<file path="config.mk">
export PLATFORM = sky130hd
export DESIGN_NAME = sleep_mode_power_controller
export DESIGN_NICKNAME = d
export VERILOG_FILES = /design/src/hdl/pin_sync3.v /design/src/hdl/wake_timer.v /design/src/hdl/sleep_mode_power_controller.v
export VERILOG_INCLUDE_DIRS = /design/src /design/src/hdl
export SDC_FILE = /design/constraint.sdc
export NUM_CORES = 1
export LEC_CHECK = 0
export BUFFER_PORTS_ARGS = -buffer_cell sky130_fd_sc_hd__buf_4
export CORE_UTILIZATION = 40
export DETAILED_ROUTE_END_ITERATION = 10
export GPL_ROUTABILITY_DRIVEN = 0
export GPL_TIMING_DRIVEN = 0
export SLEW_MARGIN = 10
export SYNTH_ARGS = -nofsm -noshare
export SYNTH_HDL_FRONTEND = slang
export SYNTH_SLANG_ARGS = --single-unit
</file>
<file path="constraint.sdc">
create_clock -name sys_clk_i -period 5.8 [get_ports sys_clk_i]
set_input_delay 1.16 -clock sys_clk_i [delete_from_list [all_inputs] [get_ports sys_clk_i]]
set_output_delay 1.16 -clock sys_clk_i [all_outputs]
set_load 0.03 [all_outputs]
</file>
<file path="src/hdl/pm_defines.vh">
// constants of the sleep mode power controller
// assumes a 40 MHz system clock (25 ns period)
`ifndef PM_DEFINES_VH
`define PM_DEFINES_VH

// ****************************************
// sleep mode select codes
// ****************************************
`define PM_MODE_IDLE     3'h0
`define PM_MODE_ADCNR    3'h1
`define PM_MODE_PDOWN    3'h2
`define PM_MODE_PSAVE    3'h3
`define PM_MODE_RSVD4    3'h4
`define PM_MODE_RSVD5    3'h5
`define PM_MODE_STBY     3'h6
`define PM_MODE_XSTBY    3'h7

// ****************************************
// controller states
// ****************************************
`define PM_ST_ACTIVE     2'h0
`define PM_ST_SLEEP      2'h1
`define PM_ST_WAKE       2'h2
`define PM_ST_HALT       2'h3

// ****************************************
// timing
// ****************************************
`define PM_CLK_PERIOD_NS 25
`define PM_BOD_WAKE_NS   60000
// bod wake stretch: 60 us at 25 ns, sized to the wake timer
`define PM_BOD_WAKE_CYC  16'h0960
`define PM_STBY_WAKE_CYC 16'h0006
`define PM_IRQ_HALT_CYC  16'h0004
`define PM_UNLOCK_CYC    3'h4
`define PM_BOD_OFF_IN_SLEEP_DLY_CYC  3'h3
`define PM_BOD_OFF_IN_SLEEP_HOLD_CYC 3'h3

// ****************************************
// reset values and fuse codes
// ****************************************
`define PM_BOD_OFF_IN_SLEEP_RESET    1'b0
`define PM_BOD_FUSE_OFF  3'h7

`endif

</file>
<file path="src/hdl/pin_sync3.v">
// three-stage synchroniser with agreement filter for asynchronous inputs
// assumes inputs come from pins or async modules outside sys_clk
`timescale 1ns/1ps

module pin_sync3 #(
	parameter W = 4
) (
	// clock and reset
	input  wire         sys_clk_i,
	input  wire         reset_n_i,
	// data
	input  wire [W-1:0] async_i,
	output reg  [W-1:0] sync_o
);

reg [W-1:0] s1_ff;
reg [W-1:0] s2_ff;
reg [W-1:0] s3_ff;

// ****************************************
// stages
// ****************************************
always @(posedge sys_clk_i) begin
	if (!reset_n_i) begin
		s1_ff  <= {W{1'b0}};
		s2_ff  <= {W{1'b0}};
		s3_ff  <= {W{1'b0}};
		sync_o <= {W{1'b0}};
	end else begin
		s1_ff <= async_i;
		s2_ff <= s1_ff;
		s3_ff <= s2_ff;
		if (s2_ff == s3_ff) begin
			sync_o <= s3_ff;
		end
	end
end

endmodule

</file>
<file path="src/hdl/wake_timer.v">
// loadable down counter for wake-up and halt delays
// assumes load values of at least one cycle
`timescale 1ns/1ps

module wake_timer #(
	parameter W = 16
) (
	// clock and reset
	input  wire         sys_clk_i,
	input  wire         reset_n_i,
	// control
	input  wire         load_i,
	input  wire [W-1:0] load_val_i,
	output wire         done_o
);

reg [W-1:0] cnt_ff;

// ****************************************
// counter
// ****************************************
always @(posedge sys_clk_i) begin
	if (!reset_n_i) begin
		cnt_ff <= {W{1'b0}};
	end else if (load_i) begin
		cnt_ff <= load_val_i;
	end else if (cnt_ff != {W{1'b0}}) begin
		cnt_ff <= cnt_ff - 1'b1;
	end
end

assign done_o = (cnt_ff <= {{(W-1){1'b0}}, 1'b1});

endmodule

</file>
<file path="src/hdl/sleep_mode_power_controller.v">
// sleep mode and power reduction controller: mode entry, clock gating,
// wake-up sources, wake delays, software bod disable, peripheral stop
// assumes the core gives a one-cycle pulse per sleep instruction and
// external/watchdog/brown-out resets arrive as the system reset
//
// Behaviour
// RULE1: code 000 enters idle, stopping only cpu and flash clocks.
// RULE2: idle wakes on external and internal interrupts.
// RULE3: entering idle or adc noise reduction with adc enabled starts a conversion.
// RULE4: code 001 enters adc noise reduction, halting io, cpu, flash clocks.
// RULE5: adc noise reduction wakes only on its listed events.
// RULE6: in adc noise reduction timer runs only when asynchronously clocked.
// RULE7: code 010 enters power-down, stopping oscillator and generated clocks.
// RULE8: power-down wakes only on resets, watchdog, address match, level, pin change.
// RULE9: level wake source gone before start-up end: wake without interrupt.
// RULE10: wake from power-down waits the fuse-defined reset time-out.
// RULE11: code 011 is power-save; enabled timer 2 runs and may wake.
// RULE12: in power-save main clock runs while touch controller enabled.
// RULE13: power-save stops unused timer 2 clocks; sync clock feeds timer 2 only.
// RULE14: code 110 with crystal is standby; oscillator runs, six-cycle wake.
// RULE15: code 111 with crystal is extended standby; six-cycle wake.
// RULE16: software bod disable cuts bod in sleep, restores it on wake.
// RULE17: after sleep with bod cut, wake takes about 60 us.
// RULE18: bod off bit zero keeps bod on; one cuts it where allowed.
// RULE19: clock-stop bit freezes peripheral and blocks its register access.
// RULE20: peripheral clock stop applies in active and idle only.
// RULE21: adc stays enabled in sleep; re-enable makes next conversion extended.
// RULE22: comparator off in deep sleep unless it uses internal reference.
// RULE23: sleep needs sleep enable set; codes 100 and 101 reserved.
// RULE24: bod off bit needs unlock sequence, delay three, clears after three.
// RULE25: interrupt wake halts four extra cycles before the handler runs.
// RULE26: sleep with a reserved code is ignored; execution continues.
`timescale 1ns/1ps
`include "pm_defines.vh"

module sleep_mode_power_controller #(
	parameter PRR_W = 8,
	parameter TW    = 16
) (
	// clock and reset
	input  wire             sys_clk_i,
	input  wire             reset_n_i,
	// core sleep control
	input  wire             sleep_instr_i,
	input  wire             sleep_entry_enable_i,
	input  wire [2:0]       sleep_mode_select_i,
	input  wire             xtal_option_i,
	input  wire [TW-1:0]    startup_cycles_i,
	// core control register writes
	input  wire             ctrl_wr_i,
	input  wire             wr_bod_off_i,
	input  wire             wr_bod_unlock_i,
	input  wire [2:0]       bod_threshold_fuses_i,
	// asynchronous wake sources
	input  wire             ext_level_irq_i,
	input  wire             pin_change_irq_i,
	input  wire             twi_addr_match_i,
	input  wire             wdt_irq_i,
	// synchronous wake sources
	input  wire             adc_done_i,
	input  wire             timer_irq_i,
	input  wire             spm_ready_i,
	input  wire             other_irq_i,
	input  wire             t2_ovf_i,
	input  wire             t2_cmp_i,
	input  wire [1:0]       timer2_irq_mask_i,
	input  wire             global_irq_en_i,
	// peripheral configuration
	input  wire             t2_enable_i,
	input  wire             t2_async_i,
	input  wire             t2_sync_i,
	input  wire             touch_enable_i,
	input  wire             adc_enable_i,
	input  wire             comparator_uses_ref_i,
	input  wire [PRR_W-1:0] peripheral_clock_stop_0_i,
	input  wire [PRR_W-1:0] peripheral_clock_stop_1_i,
	// clock domain enables
	output reg              cpu_clk_en_o,
	output reg              flash_clk_en_o,
	output reg              io_clk_en_o,
	output reg              adc_clk_en_o,
	output reg              asy_clk_en_o,
	output reg              touch_clk_en_o,
	output reg              main_osc_en_o,
	output reg              timer_osc_en_o,
	output reg              sync_t2_only_o,
	output reg              t2_run_o,
	output reg  [PRR_W-1:0] periph_clk_en_0_o,
	output reg  [PRR_W-1:0] periph_clk_en_1_o,
	output reg  [PRR_W-1:0] periph_access_block_0_o,
	output reg  [PRR_W-1:0] periph_access_block_1_o,
	// analog control
	output reg              bod_en_o,
	output reg              comparator_power_off_o,
	output reg              adc_start_o,
	output reg              adc_extended_o,
	// core status
	output reg              core_halt_o,
	output reg              sleeping_o,
	output reg              wake_irq_o,
	output reg              bod_off_in_sleep_o
);

// ****************************************
// declarations
// ****************************************
reg  [1:0] state_ff;
reg  [1:0] nxt_state;
reg  [2:0] mode_ff;
reg  [2:0] nxt_mode;
reg        bod_cut_ff;
reg        nxt_bod_cut;
reg        irq_src_ff;
reg        nxt_irq_src;
reg        lvl_src_ff;
reg        nxt_lvl_src;
reg  [2:0] unlock_cnt_ff;
reg  [2:0] bod_off_in_sleep_dly_ff;
reg  [2:0] bod_off_in_sleep_hold_ff;
reg        adc_en_d_ff;
reg        tmr_load;
reg  [TW-1:0] tmr_val;
reg  [TW-1:0] dly;
reg        wake_evt;
reg        nxt_adc_start;
reg        nxt_wake_irq;
wire       tmr_done;
wire [3:0] async_sync;
wire       lvl_s;
wire       pin_s;
wire       twi_s;
wire       wdt_s;
wire       mode_ok;
wire       deep;
wire       t2_evt;
wire       bod_fuse_on;
wire       sleeping;

assign lvl_s       = async_sync[0];
assign pin_s       = async_sync[1];
assign twi_s       = async_sync[2];
assign wdt_s       = async_sync[3];
assign bod_fuse_on = (bod_threshold_fuses_i != `PM_BOD_FUSE_OFF);
assign sleeping    = (state_ff == `PM_ST_SLEEP);
assign deep        = (mode_ff != `PM_MODE_IDLE) && (mode_ff != `PM_MODE_ADCNR);

// ****************************************
// submodules
// ****************************************
pin_sync3 #(
	.W (4)
) u_sync (
	.sys_clk_i (sys_clk_i),
	.reset_n_i (reset_n_i),
	.async_i   ({wdt_irq_i, twi_addr_match_i, pin_change_irq_i, ext_level_irq_i}),
	.sync_o    (async_sync)
);

wake_timer #(
	.W (TW)
) u_timer (
	.sys_clk_i  (sys_clk_i),
	.reset_n_i  (reset_n_i),
	.load_i     (tmr_load),
	.load_val_i (tmr_val),
	.done_o     (tmr_done)
);

// ****************************************
// mode qualification
// ****************************************
// RULE23: reserved codes rejected
// RULE26: reserved code ignored
// RULE14: standby needs crystal
// RULE15: extended standby needs crystal
assign mode_ok = (sleep_mode_select_i == `PM_MODE_IDLE)
	|| (sleep_mode_select_i == `PM_MODE_ADCNR)
	|| (sleep_mode_select_i == `PM_MODE_PDOWN)
	|| (sleep_mode_select_i == `PM_MODE_PSAVE)
	|| (((sleep_mode_select_i == `PM_MODE_STBY)
	|| (sleep_mode_select_i == `PM_MODE_XSTBY)) && xtal_option_i);

// RULE11: timer 2 wake gating
assign t2_evt = t2_enable_i && global_irq_en_i
	&& ((t2_ovf_i && timer2_irq_mask_i[0]) || (t2_cmp_i && timer2_irq_mask_i[1]));

// ****************************************
// bod off unlock sequence
// ****************************************
// RULE24: timed write sequence
// RULE18: bit defaults to bod on
always @(posedge sys_clk_i) begin
	if (!reset_n_i) begin
		unlock_cnt_ff      <= 3'h0;
		bod_off_in_sleep_dly_ff        <= 3'h0;
		bod_off_in_sleep_hold_ff       <= 3'h0;
		bod_off_in_sleep_o <= `PM_BOD_OFF_IN_SLEEP_RESET;
	end else begin
		if (ctrl_wr_i && wr_bod_off_i && wr_bod_unlock_i) begin
			unlock_cnt_ff <= `PM_UNLOCK_CYC;
		end else if (unlock_cnt_ff != 3'h0) begin
			unlock_cnt_ff <= unlock_cnt_ff - 3'h1;
		end
		if (ctrl_wr_i && wr_bod_off_i && !wr_bod_unlock_i && (unlock_cnt_ff != 3'h0)) begin
			bod_off_in_sleep_dly_ff <= `PM_BOD_OFF_IN_SLEEP_DLY_CYC;
		end else if (bod_off_in_sleep_dly_ff != 3'h0) begin
			bod_off_in_sleep_dly_ff <= bod_off_in_sleep_dly_ff - 3'h1;
		end
		if (bod_off_in_sleep_dly_ff == 3'h1) begin
			bod_off_in_sleep_hold_ff       <= `PM_BOD_OFF_IN_SLEEP_HOLD_CYC;
			bod_off_in_sleep_o <= 1'b1;
		end else if (bod_off_in_sleep_hold_ff > 3'h1) begin
			bod_off_in_sleep_hold_ff <= bod_off_in_sleep_hold_ff - 3'h1;
		end else begin
			bod_off_in_sleep_hold_ff       <= 3'h0;
			bod_off_in_sleep_o <= 1'b0;
		end
	end
end

// ****************************************
// wake source selection
// ****************************************
always @* begin
	wake_evt = 1'b0;
	case (mode_ff)
	// RULE2: idle wakes on any interrupt
	`PM_MODE_IDLE: begin
		wake_evt = lvl_s || pin_s || twi_s || wdt_s || adc_done_i || timer_irq_i
			|| spm_ready_i || other_irq_i || t2_evt;
	end
	// RULE5: noise reduction sources
	`PM_MODE_ADCNR: begin
		wake_evt = adc_done_i || lvl_s || pin_s || twi_s || wdt_s
			|| (timer_irq_i && t2_async_i) || spm_ready_i;
	end
	// RULE8: power-down sources
	`PM_MODE_PDOWN, `PM_MODE_STBY: begin
		wake_evt = lvl_s || pin_s || twi_s || wdt_s;
	end
	// RULE11: power-save adds timer 2
	`PM_MODE_PSAVE, `PM_MODE_XSTBY: begin
		wake_evt = lvl_s || pin_s || twi_s || wdt_s || t2_evt;
	end
	default: begin
		wake_evt = 1'b0;
	end
	endcase
end

// ****************************************
// wake delay
// ****************************************
always @* begin
	dly = {{(TW-1){1'b0}}, 1'b1};
	case (mode_ff)
	`PM_MODE_IDLE, `PM_MODE_ADCNR: begin
		dly = {{(TW-1){1'b0}}, 1'b1};
	end
	// RULE14: six cycles from standby
	// RULE15: six cycles from extended standby
	`PM_MODE_STBY, `PM_MODE_XSTBY: begin
		dly = `PM_STBY_WAKE_CYC;
	end
	// RULE10: fuse-defined restart time
	default: begin
		dly = (startup_cycles_i == {TW{1'b0}}) ? {{(TW-1){1'b0}}, 1'b1} : startup_cycles_i;
	end
	endcase
	// RULE17: stretch for bod settling
	if (bod_cut_ff && (dly < `PM_BOD_WAKE_CYC)) begin
		dly = `PM_BOD_WAKE_CYC;
	end
end

// ****************************************
// sleep state machine
// ****************************************
always @* begin
	nxt_state     = state_ff;
	nxt_mode      = mode_ff;
	nxt_bod_cut   = bod_cut_ff;
	nxt_irq_src   = irq_src_ff;
	nxt_lvl_src   = lvl_src_ff;
	nxt_adc_start = 1'b0;
	nxt_wake_irq  = 1'b0;
	tmr_load      = 1'b0;
	tmr_val       = dly;
	case (state_ff)
	`PM_ST_ACTIVE: begin
		// RULE23: sleep enable required
		if (sleep_instr_i && sleep_entry_enable_i && mode_ok) begin
			nxt_state   = `PM_ST_SLEEP;
			nxt_mode    = sleep_mode_select_i;
			// RULE16: cut bod on entry
			nxt_bod_cut = bod_off_in_sleep_o && bod_fuse_on
				&& (sleep_mode_select_i != `PM_MODE_IDLE)
				&& (sleep_mode_select_i != `PM_MODE_ADCNR);
			// RULE3: auto conversion start
			nxt_adc_start = adc_enable_i && ((sleep_mode_select_i == `PM_MODE_IDLE)
				|| (sleep_mode_select_i == `PM_MODE_ADCNR));
		end
	end
	`PM_ST_SLEEP: begin
		if (wake_evt) begin
			nxt_state   = `PM_ST_WAKE;
			tmr_load    = 1'b1;
			nxt_lvl_src = lvl_s;
			nxt_irq_src = wake_evt && !(lvl_s && !(pin_s || twi_s || wdt_s
				|| adc_done_i || timer_irq_i || spm_ready_i || other_irq_i || t2_evt));
		end
	end
	`PM_ST_WAKE: begin
		if (tmr_done) begin
			// RULE16: bod back on wake
			nxt_bod_cut = 1'b0;
			// RULE9: vanished level gives no interrupt
			if (irq_src_ff || (lvl_src_ff && lvl_s)) begin
				nxt_state = `PM_ST_HALT;
				tmr_load  = 1'b1;
				tmr_val   = `PM_IRQ_HALT_CYC;
			end else begin
				nxt_state = `PM_ST_ACTIVE;
			end
		end
	end
	`PM_ST_HALT: begin
		// RULE25: four-cycle halt then handler
		if (tmr_done) begin
			nxt_state    = `PM_ST_ACTIVE;
			nxt_wake_irq = 1'b1;
		end
	end
	default: begin
		nxt_state = `PM_ST_ACTIVE;
	end
	endcase
end

always @(posedge sys_clk_i) begin
	if (!reset_n_i) begin
		state_ff    <= `PM_ST_ACTIVE;
		mode_ff     <= `PM_MODE_IDLE;
		bod_cut_ff  <= 1'b0;
		irq_src_ff  <= 1'b0;
		lvl_src_ff  <= 1'b0;
		adc_start_o <= 1'b0;
		wake_irq_o  <= 1'b0;
	end else begin
		state_ff    <= nxt_state;
		mode_ff     <= nxt_mode;
		bod_cut_ff  <= nxt_bod_cut;
		irq_src_ff  <= nxt_irq_src;
		lvl_src_ff  <= nxt_lvl_src;
		adc_start_o <= nxt_adc_start;
		wake_irq_o  <= nxt_wake_irq;
	end
end

// ****************************************
// clock gating outputs
// ****************************************
always @(posedge sys_clk_i) begin
	if (!reset_n_i) begin
		cpu_clk_en_o            <= 1'b1;
		flash_clk_en_o          <= 1'b1;
		io_clk_en_o             <= 1'b1;
		adc_clk_en_o            <= 1'b1;
		asy_clk_en_o            <= 1'b1;
		touch_clk_en_o          <= 1'b1;
		main_osc_en_o           <= 1'b1;
		timer_osc_en_o          <= 1'b0;
		sync_t2_only_o          <= 1'b0;
		t2_run_o                <= 1'b1;
		periph_clk_en_0_o       <= {PRR_W{1'b1}};
		periph_clk_en_1_o       <= {PRR_W{1'b1}};
		periph_access_block_0_o <= {PRR_W{1'b0}};
		periph_access_block_1_o <= {PRR_W{1'b0}};
		core_halt_o             <= 1'b0;
		sleeping_o              <= 1'b0;
		bod_en_o                <= 1'b0;
		comparator_power_off_o  <= 1'b0;
	end else begin
		core_halt_o <= (nxt_state != `PM_ST_ACTIVE);
		sleeping_o  <= (nxt_state == `PM_ST_SLEEP);
		// RULE18: bod follows fuses and sleep cut
		bod_en_o <= bod_fuse_on && !nxt_bod_cut;
		// RULE19: frozen peripheral blocks access
		periph_access_block_0_o <= peripheral_clock_stop_0_i;
		periph_access_block_1_o <= peripheral_clock_stop_1_i;
		if (nxt_state != `PM_ST_SLEEP) begin
			// running or restarting: cpu held until active
			cpu_clk_en_o           <= (nxt_state == `PM_ST_ACTIVE);
			flash_clk_en_o         <= (nxt_state == `PM_ST_ACTIVE);
			io_clk_en_o            <= 1'b1;
			adc_clk_en_o           <= 1'b1;
			asy_clk_en_o           <= 1'b1;
			touch_clk_en_o         <= 1'b1;
			main_osc_en_o          <= 1'b1;
			timer_osc_en_o         <= t2_async_i;
			sync_t2_only_o         <= 1'b0;
			t2_run_o               <= 1'b1;
			comparator_power_off_o <= 1'b0;
			// RULE20: clock stop in active
			periph_clk_en_0_o <= ~peripheral_clock_stop_0_i;
			periph_clk_en_1_o <= ~peripheral_clock_stop_1_i;
		end else begin
			cpu_clk_en_o   <= 1'b0;
			flash_clk_en_o <= 1'b0;
			// RULE1: idle keeps io clock
			// RULE4: noise reduction halts io
			io_clk_en_o    <= (nxt_mode == `PM_MODE_IDLE);
			// RULE21: adc clock kept where mode runs it
			adc_clk_en_o   <= (nxt_mode == `PM_MODE_IDLE) || (nxt_mode == `PM_MODE_ADCNR);
			// RULE7: power-down and standby stop generated clocks
			case (nxt_mode)
			`PM_MODE_IDLE: begin
				asy_clk_en_o   <= 1'b1;
				touch_clk_en_o <= 1'b1;
				main_osc_en_o  <= 1'b1;
				timer_osc_en_o <= t2_async_i;
				sync_t2_only_o <= 1'b0;
				t2_run_o       <= 1'b1;
			end
			`PM_MODE_ADCNR: begin
				asy_clk_en_o   <= 1'b1;
				touch_clk_en_o <= 1'b1;
				main_osc_en_o  <= 1'b1;
				timer_osc_en_o <= t2_async_i;
				sync_t2_only_o <= 1'b0;
				// RULE6: async timer only
				t2_run_o       <= t2_async_i;
			end
			`PM_MODE_PSAVE, `PM_MODE_XSTBY: begin
				// RULE13: unused timer 2 clocks stopped
				asy_clk_en_o   <= t2_enable_i && t2_async_i;
				timer_osc_en_o <= t2_enable_i && t2_async_i;
				// RULE12: touch keeps main clock
				// RULE15: oscillator kept running
				touch_clk_en_o <= touch_enable_i;
				main_osc_en_o  <= touch_enable_i || (t2_enable_i && t2_sync_i)
					|| (nxt_mode == `PM_MODE_XSTBY);
				// RULE13: sync clock only to timer 2
				sync_t2_only_o <= t2_enable_i && t2_sync_i;
				t2_run_o       <= t2_enable_i;
			end
			default: begin
				// RULE14: standby keeps oscillator
				asy_clk_en_o   <= 1'b0;
				touch_clk_en_o <= 1'b0;
				main_osc_en_o  <= (nxt_mode == `PM_MODE_STBY);
				timer_osc_en_o <= 1'b0;
				sync_t2_only_o <= 1'b0;
				t2_run_o       <= 1'b0;
			end
			endcase
			// RULE20: stop bits only matter in idle
			if (nxt_mode == `PM_MODE_IDLE) begin
				periph_clk_en_0_o <= ~peripheral_clock_stop_0_i;
				periph_clk_en_1_o <= ~peripheral_clock_stop_1_i;
			end else begin
				periph_clk_en_0_o <= {PRR_W{1'b0}};
				periph_clk_en_1_o <= {PRR_W{1'b0}};
			end
			// RULE22: comparator off in deep sleep
			comparator_power_off_o <= (nxt_mode != `PM_MODE_IDLE)
				&& (nxt_mode != `PM_MODE_ADCNR) && !comparator_uses_ref_i;
		end
	end
end

// ****************************************
// extended conversion tracking
// ****************************************
always @(posedge sys_clk_i) begin
	if (!reset_n_i) begin
		adc_en_d_ff    <= 1'b0;
		adc_extended_o <= 1'b1;
	end else begin
		adc_en_d_ff <= adc_enable_i;
		// RULE21: re-enable forces extended conversion
		if (adc_enable_i && !adc_en_d_ff) begin
			adc_extended_o <= 1'b1;
		end else if (adc_done_i) begin
			adc_extended_o <= 1'b0;
		end
	end
end

endmodule

</file>
Yosys cells after proc, flatten, opt, wreduce, memory -nomap -nowiden. Index checks and enable logic that the tools add are counted.

Equal/unequal tests: 25. $lt $le $gt $ge: 3. Reduce and logical (&&, ||, !) cells: 94. $add $sub $neg: 4. Multiplexer cells: 44. Bitwise operators: 5.

Operator list (number): $mux W16 (7); $logic_or A1 B1 Y1 (32); $mux W8 (4); $pmux W16 S2 (1); $logic_and A1 B1 Y1 (26); $reduce_or A2 Y1 (10); $eq A3 B3 Y1 const B (6); $mux W2 (9); $le A16 B1 Y1 const B (1); $logic_not A16 Y1 (1); $lt A16 B12 Y1 const B (1); $not A8 Y8 (2); $reduce_bool A16 Y1 (1); $sub A16 B1 Y16 const B (1); $eq A3 B2 Y1 const B (5); $eq A3 B1 Y1 const B (4); $mux W3 (4); $pmux W1 S2 (6); $reduce_bool A3 Y1 (4); $mux W1 (10); $logic_not A3 Y1 (3); $sub A3 B1 Y3 const B (3); $pmux W2 S4 (1); $reduce_bool A2 Y1 (4); 16 further kinds (29).

Input port bits: 65. Register bits after elaboration: 99. Output and inout bits: 50. Word-level logic and storage cells: 213.

Depth between registers and ports, before layout. Gate-level depths: netlist (run 1).

Depth in word-level cells: 13. Gate-level depth with buffers: 10. Gate-level depth less buffers: 8.

Modules after synthesis. A second synthesis (run 1) with hierarchy kept.

Cells, all modules: 476. Area total of the unflattened synthesis: 4334.2 µm².

Modules (own cells, without submodules): sleep_mode_power_controller (cells an instance 305, area each 2820.2 µm², seq. area each 1341.3 µm², instances 1); wake_timer (cells an instance 124, area each 984.7 µm², seq. area each 320.3 µm², instances 1); pin_sync3 (cells an instance 47, area each 529.3 µm², seq. area each 320.3 µm², instances 1).

Worst setup path before layout (run 1). Ideal clock, no wire load.

Path type: input port to flip-flop. From: input port t2_ovf_i. To: register timer_osc_en_o. Stages on the path: 6. Data required time: 5.678 ns. Buffers on the path: 0. Slack: 3.068 ns. Arrival time: 2.610 ns. Setup time: 0.122 ns. Cell sequence: a22oi_1 > o22ai_1 > nor2_4 > o21ai_1 > or2_1 > o311a_1.

Cells in the longest elaborated chain, start to end: 9. Elaborated cells between the ends (all ways): 10. Classes of those cells: eq/ne: 1; mux: 4; reduce/logical: 5.

Ends and longest elaborated chain: start: declaration (RTL line sleep_mode_power_controller.v:64) `input wire t2_ovf_i,`; $logic_and A1 B1 Y1 * (RTL line sleep_mode_power_controller.v:185) `&& ((t2_ovf_i && timer2_irq_mask_i[0]) || (t2_cmp_i && timer2_irq_mask_i[1]));`; $logic_or A1 B1 Y1 * (RTL line sleep_mode_power_controller.v:185); $logic_and A1 B1 Y1 * (RTL line sleep_mode_power_controller.v:185); $logic_or A1 B1 Y1 (on tied branches) (RTL line sleep_mode_power_controller.v:243, sleep_mode_power_controller.v:230); $pmux W1 S4 * (RTL line sleep_mode_power_controller.v:226) `case (mode_ff)`; $mux W2 * (RTL line sleep_mode_power_controller.v:305) `if (wake_evt) begin`; $pmux W2 S4 * (RTL line sleep_mode_power_controller.v:289) `case (state_ff)`; $ne A2 B1 Y1 (no source line) *; $mux W1 * (RTL line sleep_mode_power_controller.v:391) `` if (nxt_state != `PM_ST_SLEEP) begin ``; end signal: assignment (RTL line sleep_mode_power_controller.v:400) `timer_osc_en_o <= t2_async_i;`; end signal: assignment (RTL line sleep_mode_power_controller.v:421) `timer_osc_en_o <= t2_async_i;`; end signal: assignment (RTL line sleep_mode_power_controller.v:429) `timer_osc_en_o <= t2_async_i;`; end: declaration (RTL line sleep_mode_power_controller.v:85) `output reg timer_osc_en_o,`.

Every way passes the cells marked *; elsewhere a longest branch is shown, timed or not. A chain may end at the register's enable or synchronous reset.

Worst setup path after layout (run 1).
From: input port t2_ovf_i. To: register periph_clk_en_0_o[5].

Cells in the longest elaborated chain, start to end: 9. Elaborated cells between the ends (all ways): 10. Classes of those cells: eq/ne: 1; mux: 4; reduce/logical: 5.

Ends and longest elaborated chain: $logic_and A1 B1 Y1 * (RTL line sleep_mode_power_controller.v:185); $logic_or A1 B1 Y1 * (RTL line sleep_mode_power_controller.v:185); $logic_and A1 B1 Y1 * (RTL line sleep_mode_power_controller.v:185); $logic_or A1 B1 Y1 (on tied branches) (RTL line sleep_mode_power_controller.v:243, sleep_mode_power_controller.v:230); $pmux W1 S4 * (RTL line sleep_mode_power_controller.v:226); $mux W2 * (RTL line sleep_mode_power_controller.v:305); $pmux W2 S4 * (RTL line sleep_mode_power_controller.v:289); $ne A2 B1 Y1 (no source line) *; $mux W8 * (RTL line sleep_mode_power_controller.v:391); end signal: assignment (RTL line sleep_mode_power_controller.v:375) `periph_clk_en_0_o <= {PRR_W{1'b1}};`; end signal: assignment (RTL line sleep_mode_power_controller.v:405) `periph_clk_en_0_o <= ~peripheral_clock_stop_0_i;`; end signal: assignment (RTL line sleep_mode_power_controller.v:459) `periph_clk_en_0_o <= ~peripheral_clock_stop_0_i;`; end: declaration (RTL line sleep_mode_power_controller.v:88) `output reg [PRR_W-1:0] periph_clk_en_0_o,`.

Marks and branches as above.

==> impl_metrics.ini, run 1 <==
[status]
status = finished clean

[timing]
drv_slew = 0
clock_skew_ns = 0.0111
post-route-period-util = 0.508
worstMarginPinSlew_ns = 0.649
max_clock_freq_mhz = 339
slew_headroom = 0.564
rsz0062_at_grt = false
holdWs_ns = 0.440
fin_crit_ns = 2.95
hold_viol = 0
setup_tns_ns = 0
setup_viol = 0

[global_route]
overflow = 0
grt_pass1_vias = 3744
grt_max_degree = 20
grt_antenna_before_repair = 0
grt_util_all_layers = 0.206
grt_first_pass_wirelength_microns = 18400

[clock_tree]
clkLatencyLatePin_ns = 0.37
cts.clk_slew.worst_paths_ns = 0.10
numClockSinks = 99
ctsResizeCount = 0
root_buffer = clkbuf_8
cts_buffers = 9
ctsHoldBuffers = 0
cts_tree = yes
cts_htree_levels = 3
post_cts_buffers = 0
cts_buffer_depth = 2

[floorplanning]
coreArea_sq_um = 10500
rows = 37
die_h_microns = 107
initial_utilization = 0.419
dieArea_sq_um = 11400
dieWidth_microns = 107
io_pins = 115

[place]
dpl.hpwl_microns = 8430
portBuffers = 114

[yosys]
syn_inst = 461
syn_nets = 539
synth_top_area_cell = dfxtp_1
synth_most_common_cell = dfxtp_1
synth_top_area_frac = 0.452
synth_cell_type_count = 72
synth-main-ff-cell = dfxtp_1
synth.area.top_cells = dfxtp_1 45%, and2_1 5.0%, ha_1 3.7%, a21oi_1 2.5%, nand2_1 2.5%
avgSynthCellArea_sq_um = 9.50
synth_edf_count = 0
ys_ff_latch = 99
synth_area_sq_um = 4380
yosys_warnings = 0
async_reset_ff_frac = 0
synth.yosys.seq_area_share = 0.452
synth_top_cells_by_count = 99 x dfxtp_1, 35 x and2_1, 29 x nand2_1

[pwr]
powerDensity_nw_per_um2 = 373
power_switching_mw = 0.777
switching_share = 0.370
pwr-share-seq = 0.405
p_int_mw = 1.32
leakage_nw = 2.38
power_mw = 2.10
p_clk_frac = 0.231
ir_worst_vdd_uv = 200
power_frac_comb = 0.364

[critical_path]
cp_cell_sequence = buf_4 -> a22oi_1 -> o22ai_1 -> nor2_4 -> o2111ai_1 -> nor3_2 -> buf_6 -> o21ai_1
crit_required_ns = 6.04
start_kind = primary input
cp_top_family = compound AO/OA/AOI/OAI gates
worst-path-buf-inv = 2
crit_path_end_kind = flip-flop
max_stage_delay_ns = 0.50
crit_slowest_cell = nor3_2
crit_fanout = 10
worst-setup-path-type = primary input to flip-flop
crit_arrival_ns = 3.19

[min_path]
hp-class = flip-flop to flip-flop

[route]
num_vias = 3820
wl_per_cell_microns = 15.4
drt_pre_antenna_iters = 4
vias_per_cell = 5.25
drcViolationCount = 0
drt_iter0_markers = 184
finalWirelength_microns = 11200
ant_nets = 0

[layout]
syn_to_final_growth_pct = 28.4
diodes = 0
drive_gt1_frac = 0.279
fillCellCount = 1038
fin_nets = 664

[flow_run]
maxCapViolCount = 0
cells by family after synthesis:
group,synth area share
adders and majority gates,0.0394
DFF,0.452
buffers and inverters,0.0377
AOI/OAI and AO/OA,0.162
and+or+nand+nor,0.248
muxes,0.0209
xor gates and xnor gates,0.0397
through the flow:
step / utilization / cell area [sq um] / worst slack (ns) / instances
after floorplan: - / 4380 / 3.07 / 461
after global placement: 0.517 / 5410 / 2.45 / 711
after detailed placement: 0.517 / 5410 / 2.43 / 711
after CTS: 0.538 / 5620 / 2.84 / 727
after global routing: 0.538 / 5620 / 2.71 / 727
final: 0.538 / 5620 / 2.85 / 727
routing by layer:
metal	wire, microns	vias up	share of wire	GRT usage
met5	0	-	0	0
li1	-	1888	-	-
met2	5160	116	0.46	0.329
met4	282	0	0.025	0.0861
met1	5180	1795	0.46	0.276
met3	572	21	0.051	0.0322
flip-flops by register name (all words and copies together), names as in the netlist, 2 cells and up:
register	cells
periph_clk_en_1_o	8
unlock_cnt_ff	3
u_sync.s2_ff	4
periph_access_block_0_o	8
bod_off_in_sleep_dly_ff	3
periph_access_block_1_o	8
u_timer.cnt_ff	16
u_sync.sync_o	4
u_sync.s3_ff	4
periph_clk_en_0_o	8
u_sync.s1_ff	4
state_ff	2
mode_ff	3
bod_off_in_sleep_hold_ff	3
power groups by stage:
stage                     sequential (mW)  clock (mW)  combinational, mW
after floorplan                     0.889           0              0.524
after global placement              0.863           0              0.743
after detailed placement            0.865           0              0.757
after CTS                           0.850       0.497              0.760
after global routing                0.864       0.526              0.849
final                               0.850       0.485              0.763
area by class of cell:
cell class              instances  area, sq um  share of cell area
inverters                      18         67.6              0.0120
clock inverters                 7         93.8              0.0167
well taps                     136          170              0.0303
multi-input cells             327         2230               0.397
repair buffers                114          856               0.152
clock buffers                   9          124              0.0220
flip-flops and latches         99         1980               0.352
plain buffers                  17         97.6              0.0174
placed cells by master (no fill, tap or decap), types with 10 or more instances in the layout:
master and count:
buf_4 116, ha_1 13, a21oi_1 22, o21ai_0 19
inv_1 18, nor2b_1 10, nor3_1 10, dfxtp_1 99
and2_1 35, xnor2_1 11, nand3_1 19, nand2_1 29
o21ai_1 11, nor2_1 23
path summary, 6_finish.rpt:
kind                             startpoint  slack, ns  cells past startpoint                               to
min              u_sync.s1_ff[3]$_SDFF_PN0_       0.44                      1       u_sync.s2_ff[3]$_SDFF_PN0_
min reg2reg      u_sync.s1_ff[3]$_SDFF_PN0_       0.44                      1       u_sync.s2_ff[3]$_SDFF_PN0_
max                                t2_ovf_i       2.85                      8  periph_clk_en_0_o[5]$_SDFF_PN1_
max reg2reg  u_timer.cnt_ff[0]$_SDFFE_PN0P_       3.01                     10  periph_clk_en_0_o[5]$_SDFF_PN1_
(Power assumes the default switching activity.)
==> run 2, diff against run 1 <==
Clock period 5.8 ns to 2.88 ns, I/O delays scaled along.
==> run 2 against run 1 <==
  * Setup slack worse by 2.7 ns
  * Clock-buffer cell count is the same
  * Non-clock buffer count unchanged
  * Critical endpoint is now u_timer.cnt_ff[0]$_SDFFE_PN0P_
  * First-iteration DRC count decreased by 20%
  * Die area unchanged
  * Largest power group unchanged
  * Total power increased by 100%
  * Worst hold slack got worse by 0.084 ns
  * Utilization grew 0.060 points
  * Cell area rose by 0.11%
  * Global-route usage did not move
  * Clock skew is 0.00092 ns lower
  * Combinational power rose by 100%
==> impl_metrics.ini, run 2 (same netlist as run 1, synthesis figures left out) <==
[pwr]
pwr-share-seq = 0.405
ir_worst_vdd_uv = 403
p_int_mw = 2.66
leakage_nw = 2.37
switching_share = 0.370
power_mw = 4.23
p_clk_frac = 0.231
powerDensity_nw_per_um2 = 751
power_switching_mw = 1.56
power_frac_comb = 0.364

[timing]
post-route-period-util = 0.950
slew_headroom = 0.569
setup_slack_ns = 0.145
fin_crit_ns = 2.74
setup_tns_ns = 0
max_clock_freq_mhz = 366
worstMarginPinSlew_ns = 0.641
hold_viol = 0
drv_slew = 0
clock_skew_ns = 0.0102
holdWs_ns = 0.356
rsz0062_at_grt = false
setup_viol = 0

[global_route]
grt_max_degree = 20
overflow = 0
grt_util_all_layers = 0.206
grt_antenna_before_repair = 0
grt_pass1_vias = 3744
grt_first_pass_wirelength_microns = 18400

[clock_tree]
cts_tree = yes
cts_buffer_depth = 2
numClockSinks = 99
post_cts_buffers = 0
ctsHoldBuffers = 0
cts.clk_slew.worst_paths_ns = 0.10
clkLatencyLatePin_ns = 0.37
root_buffer = clkbuf_8
ctsResizeCount = 0
cts_buffers = 9
cts_htree_levels = 3

[layout]
regMostFlops = u_timer.cnt_ff
syn_to_final_growth_pct = 28.5
diodes = 0
drive_gt1_frac = 0.279
largest_reg_flops = 16
mostFrequentLayoutCell = buf_4
mostFrequentLayoutCells = 116 x buf_4, 99 x dfxtp_1, 35 x and2_1
design_area_sq_um = 5630
finalNonFillerCells = 727
postLayoutCoreUtil = 0.538
fin_nets = 664

[route]
wl_per_cell_microns = 15.4
num_vias = 3808
drcViolationCount = 0
ant_nets = 0
drt_pre_antenna_iters = 4
vias_per_cell = 5.24
finalWirelength_microns = 11200
drt_iter0_markers = 147

[critical_path]
r2r_end = u_timer.cnt_ff[0]$_SDFFE_PN0P_
crit_arrival_ns = 3.05
start_kind = flip-flop
rr_startpoint = u_timer.cnt_ff[0]$_SDFFE_PN0P_
ff2ff_path_depth = 9
crit_path_end_kind = flip-flop
worst-setup-path-type = flip-flop to flip-flop
crit_required_ns = 3.20
ff2ff_setup_slack_ns = 0.14
crit_fanout = 9

[place]
place_inst = 711
portBuffers = 114
dpl_worst_slack_ns = 0.0930
dpl.hpwl_microns = 8430
placed_cell_area_sq_um = 5410

[flow_run]
maxCapViolCount = 0

[floorplanning]
dieWidth_microns = 107
dieArea_sq_um = 11400
initial_utilization = 0.419
coreArea_sq_um = 10500
rows = 37
die_h_microns = 107
io_pins = 115

[min_path]
worstHoldStart = comparator_uses_ref_i
holdPathStages = 2
holdPathEnd = comparator_power_off_o$_SDFF_PP0_
hp-class = primary input to flip-flop

[status]
status = finished clean
==> run 2: layer usage <==
metal  vias to the layer above  global-route usage  wire, microns
li1                       1891                   -              -
met1                      1782               0.276           5160
met2                       117               0.329           5160
met3                        18              0.0322            611
met4                         0              0.0861            248
met5                         -                   0              0
==> run 2: worst max path at each step <==
stage	startpoint	to	slack, ns
global route	u_timer.cnt_ff[0]$_SDFFE_PN0P_	u_timer.cnt_ff[0]$_SDFFE_PN0P_	0.001
CTS	u_timer.cnt_ff[0]$_SDFFE_PN0P_	periph_clk_en_0_o[5]$_SDFF_PN1_	0.1
finish	u_timer.cnt_ff[0]$_SDFFE_PN0P_	u_timer.cnt_ff[0]$_SDFFE_PN0P_	0.14
floorplan	u_timer.cnt_ff[0]$_SDFFE_PN0P_	u_timer.cnt_ff[0]$_SDFFE_PN0P_	0.69
detailed placement	t2_ovf_i	periph_clk_en_0_o[1]$_SDFF_PN1_	0.09
global placement	adc_done_i	periph_clk_en_1_o[7]$_SDFF_PN1_	0.12
==> run 2: power groups by stage <==
stage,registers (mW),clock network (mW),logic (mW)
after floorplan,1.79,0,1.05
after global placement,1.74,0,1.50
after detailed placement,1.74,0,1.52
after CTS,1.71,1.00,1.53
after global routing,1.74,1.06,1.71
final,1.71,0.978,1.54
==> run 2: worst max-delay path, stage by stage, from the launching register on <==
cell,delay (ns)
dfxtp_1,0.49
inv_1,0.11
ha_1,0.20
buf_2,0.18
nor2_1,0.32
nand3b_1,0.23
o31ai_1,0.13
or3_1,0.44
o32ai_1,0.38
o311a_1,0.21
==> run 2: cell type report <==
class | instances | area [sq um]
Tap cell | 136 | 170
Timing Repair Buffer | 114 | 856
Multi-Input combinational cell | 327 | 2240
Clock inverter | 7 | 93.8
Buffer | 17 | 97.6
Sequential cell | 99 | 1980
Fill cell | 1036 | 4830
Inverter | 18 | 67.6
Clock buffer | 9 | 124
==> run 3, diff against run 2 <==
Settings changed: REMOVE_ABC_BUFFERS set to 1, SETUP_SLACK_MARGIN set to 0.05.
==> run 3 against run 2 <==
  * Cell count down 2.1%
  * Clock skew about the same
  * Combinational power down 3%
  * Critical path type unchanged
  * Critical endpoint unchanged
  * Highest routed layer unchanged
==> impl_metrics.ini, run 3 (same netlist as run 1, synthesis figures left out) <==
[status]
status = finished clean

[layout]
fin_nets = 649
mostFrequentLayoutCells = 114 x buf_4, 99 x dfxtp_1, 35 x and2_1
diodes = 0
mostFrequentLayoutCell = buf_4
regMostFlops = u_timer.cnt_ff
finalNonFillerCells = 712
postLayoutCoreUtil = 0.530
drive_gt1_frac = 0.273
syn_to_final_growth_pct = 26.6
largest_reg_flops = 16

[timing]
post-route-period-util = 0.918
clock_skew_ns = 0.0107
max_clock_freq_mhz = 378
setup_slack_ns = 0.237
setup_viol = 0
worstMarginPinSlew_ns = 0.692
fin_crit_ns = 2.64
slew_headroom = 0.538
hold_viol = 0
rsz0062_at_grt = false
drv_slew = 0

[clock_tree]
cts_htree_levels = 3
cts_buffers = 9
clkLatencyLatePin_ns = 0.38
cts_buffer_depth = 2
root_buffer = clkbuf_8
cts_tree = yes
numClockSinks = 99
cts.clk_slew.worst_paths_ns = 0.10
ctsHoldBuffers = 0

[floorplanning]
dieWidth_microns = 107
die_h_microns = 107
io_pins = 115
coreArea_sq_um = 10500
dieArea_sq_um = 11400
rows = 37
initial_utilization = 0.419

[global_route]
grt_util_all_layers = 0.203
grt_max_degree = 79
grt_pass1_vias = 3797
overflow = 0
grt_antenna_before_repair = 0
grt_first_pass_wirelength_microns = 17800

[critical_path]
worst-setup-path-type = flip-flop to flip-flop
crit_path_end_kind = flip-flop
crit_fanout = 9
start_kind = flip-flop
crit_arrival_ns = 2.97
crit_required_ns = 3.20

[route]
drt_pre_antenna_iters = 4
drt_iter0_markers = 179
ant_nets = 0
num_vias = 3724
wl_per_cell_microns = 15.3
vias_per_cell = 5.23
drcViolationCount = 0
finalWirelength_microns = 10900

[pwr]
powerDensity_nw_per_um2 = 743
ir_worst_vdd_uv = 485
leakage_nw = 2.32
power_mw = 4.12

[min_path]
hp-class = primary input to flip-flop

[place]
dpl_worst_slack_ns = -0.286
dpl.hpwl_microns = 8110
portBuffers = 114
place_inst = 694

[flow_run]
maxCapViolCount = 0
## run 3: final cells by class
cell class,count,area (sq um)
repair buffers,116,896
clock buffers,11,131
multi-input cells,327,2240
flip-flops and latches,99,1980
well taps,136,170
clock inverters,5,60.1
fillers,963,4920
inverters,18,67.6
## run 3: power breakdown
| group | leakage, nW | total [mW] | switching [mW] | internal, mW |
|---|---|---|---|---|
| sequential | 0.817 | 1.72 | 0.161 | 1.56 |
| clock | 0.0943 | 0.905 | 0.498 | 0.408 |
| combinational | 1.41 | 1.50 | 0.836 | 0.662 |
| total | 2.32 | 4.12 | 1.49 | 2.62 |
## run 3: stage by stage
| step | TNS (ns) | hold slack (ns) | area (sq um) |
|---|---|---|---|
| 2_1_floorplan | 0 | 0.412 | 4280 |
| 3_3_place_gp | -2.38 | 0.414 | 5310 |
| 3_5_place_dp | -2.54 | 0.418 | 5310 |
| 4_1_cts | 0 | 0.324 | 5550 |
| 5_1_grt | 0 | 0.333 | 5550 |
| 6_report | 0 | 0.344 | 5550 |
## run 3: critical path: stages, from the launching register on
cell and delay (ns):
dfxtp_1 0.48, inv_1 0.10, ha_1 0.34, nor2_1 0.37, nand3b_1 0.20, o31ai_1 0.12, or3_1 0.43, o32ai_1 0.35
o311a_1 0.21
## run 3: what timing repair did
action	CTS	global route
resized for setup	1	0
endpoints found under the setup margin	16	1
pin swaps	1	1
buffers inserted	2	0
## run 3: per-layer routing
metal | up-vias | track usage | part of all wire
met5 | - | 0 | 0
met4 | 0 | 0.103 | 0.020
met3 | 15 | 0.0760 | 0.10
met2 | 137 | 0.325 | 0.46
met1 | 1717 | 0.236 | 0.42
li1 | 1855 | - | -
## run 3: final timing paths
| path | start | endpoint | slack (ns) | cells after the start |
|---|---|---|---|---|
| worst min-delay path | comparator_uses_ref_i | comparator_power_off_o$_SDFF_PP0_ | 0.34 | 2 |
| worst max register to register | u_timer.cnt_ff[0]$_SDFFE_PN0P_ | u_timer.cnt_ff[0]$_SDFFE_PN0P_ | 0.24 | 8 |
| worst min register to register | u_sync.s1_ff[3]$_SDFF_PN0_ | u_sync.s2_ff[3]$_SDFF_PN0_ | 0.44 | 1 |
| worst max-delay path | u_timer.cnt_ff[0]$_SDFFE_PN0P_ | u_timer.cnt_ff[0]$_SDFFE_PN0P_ | 0.24 | 8 |
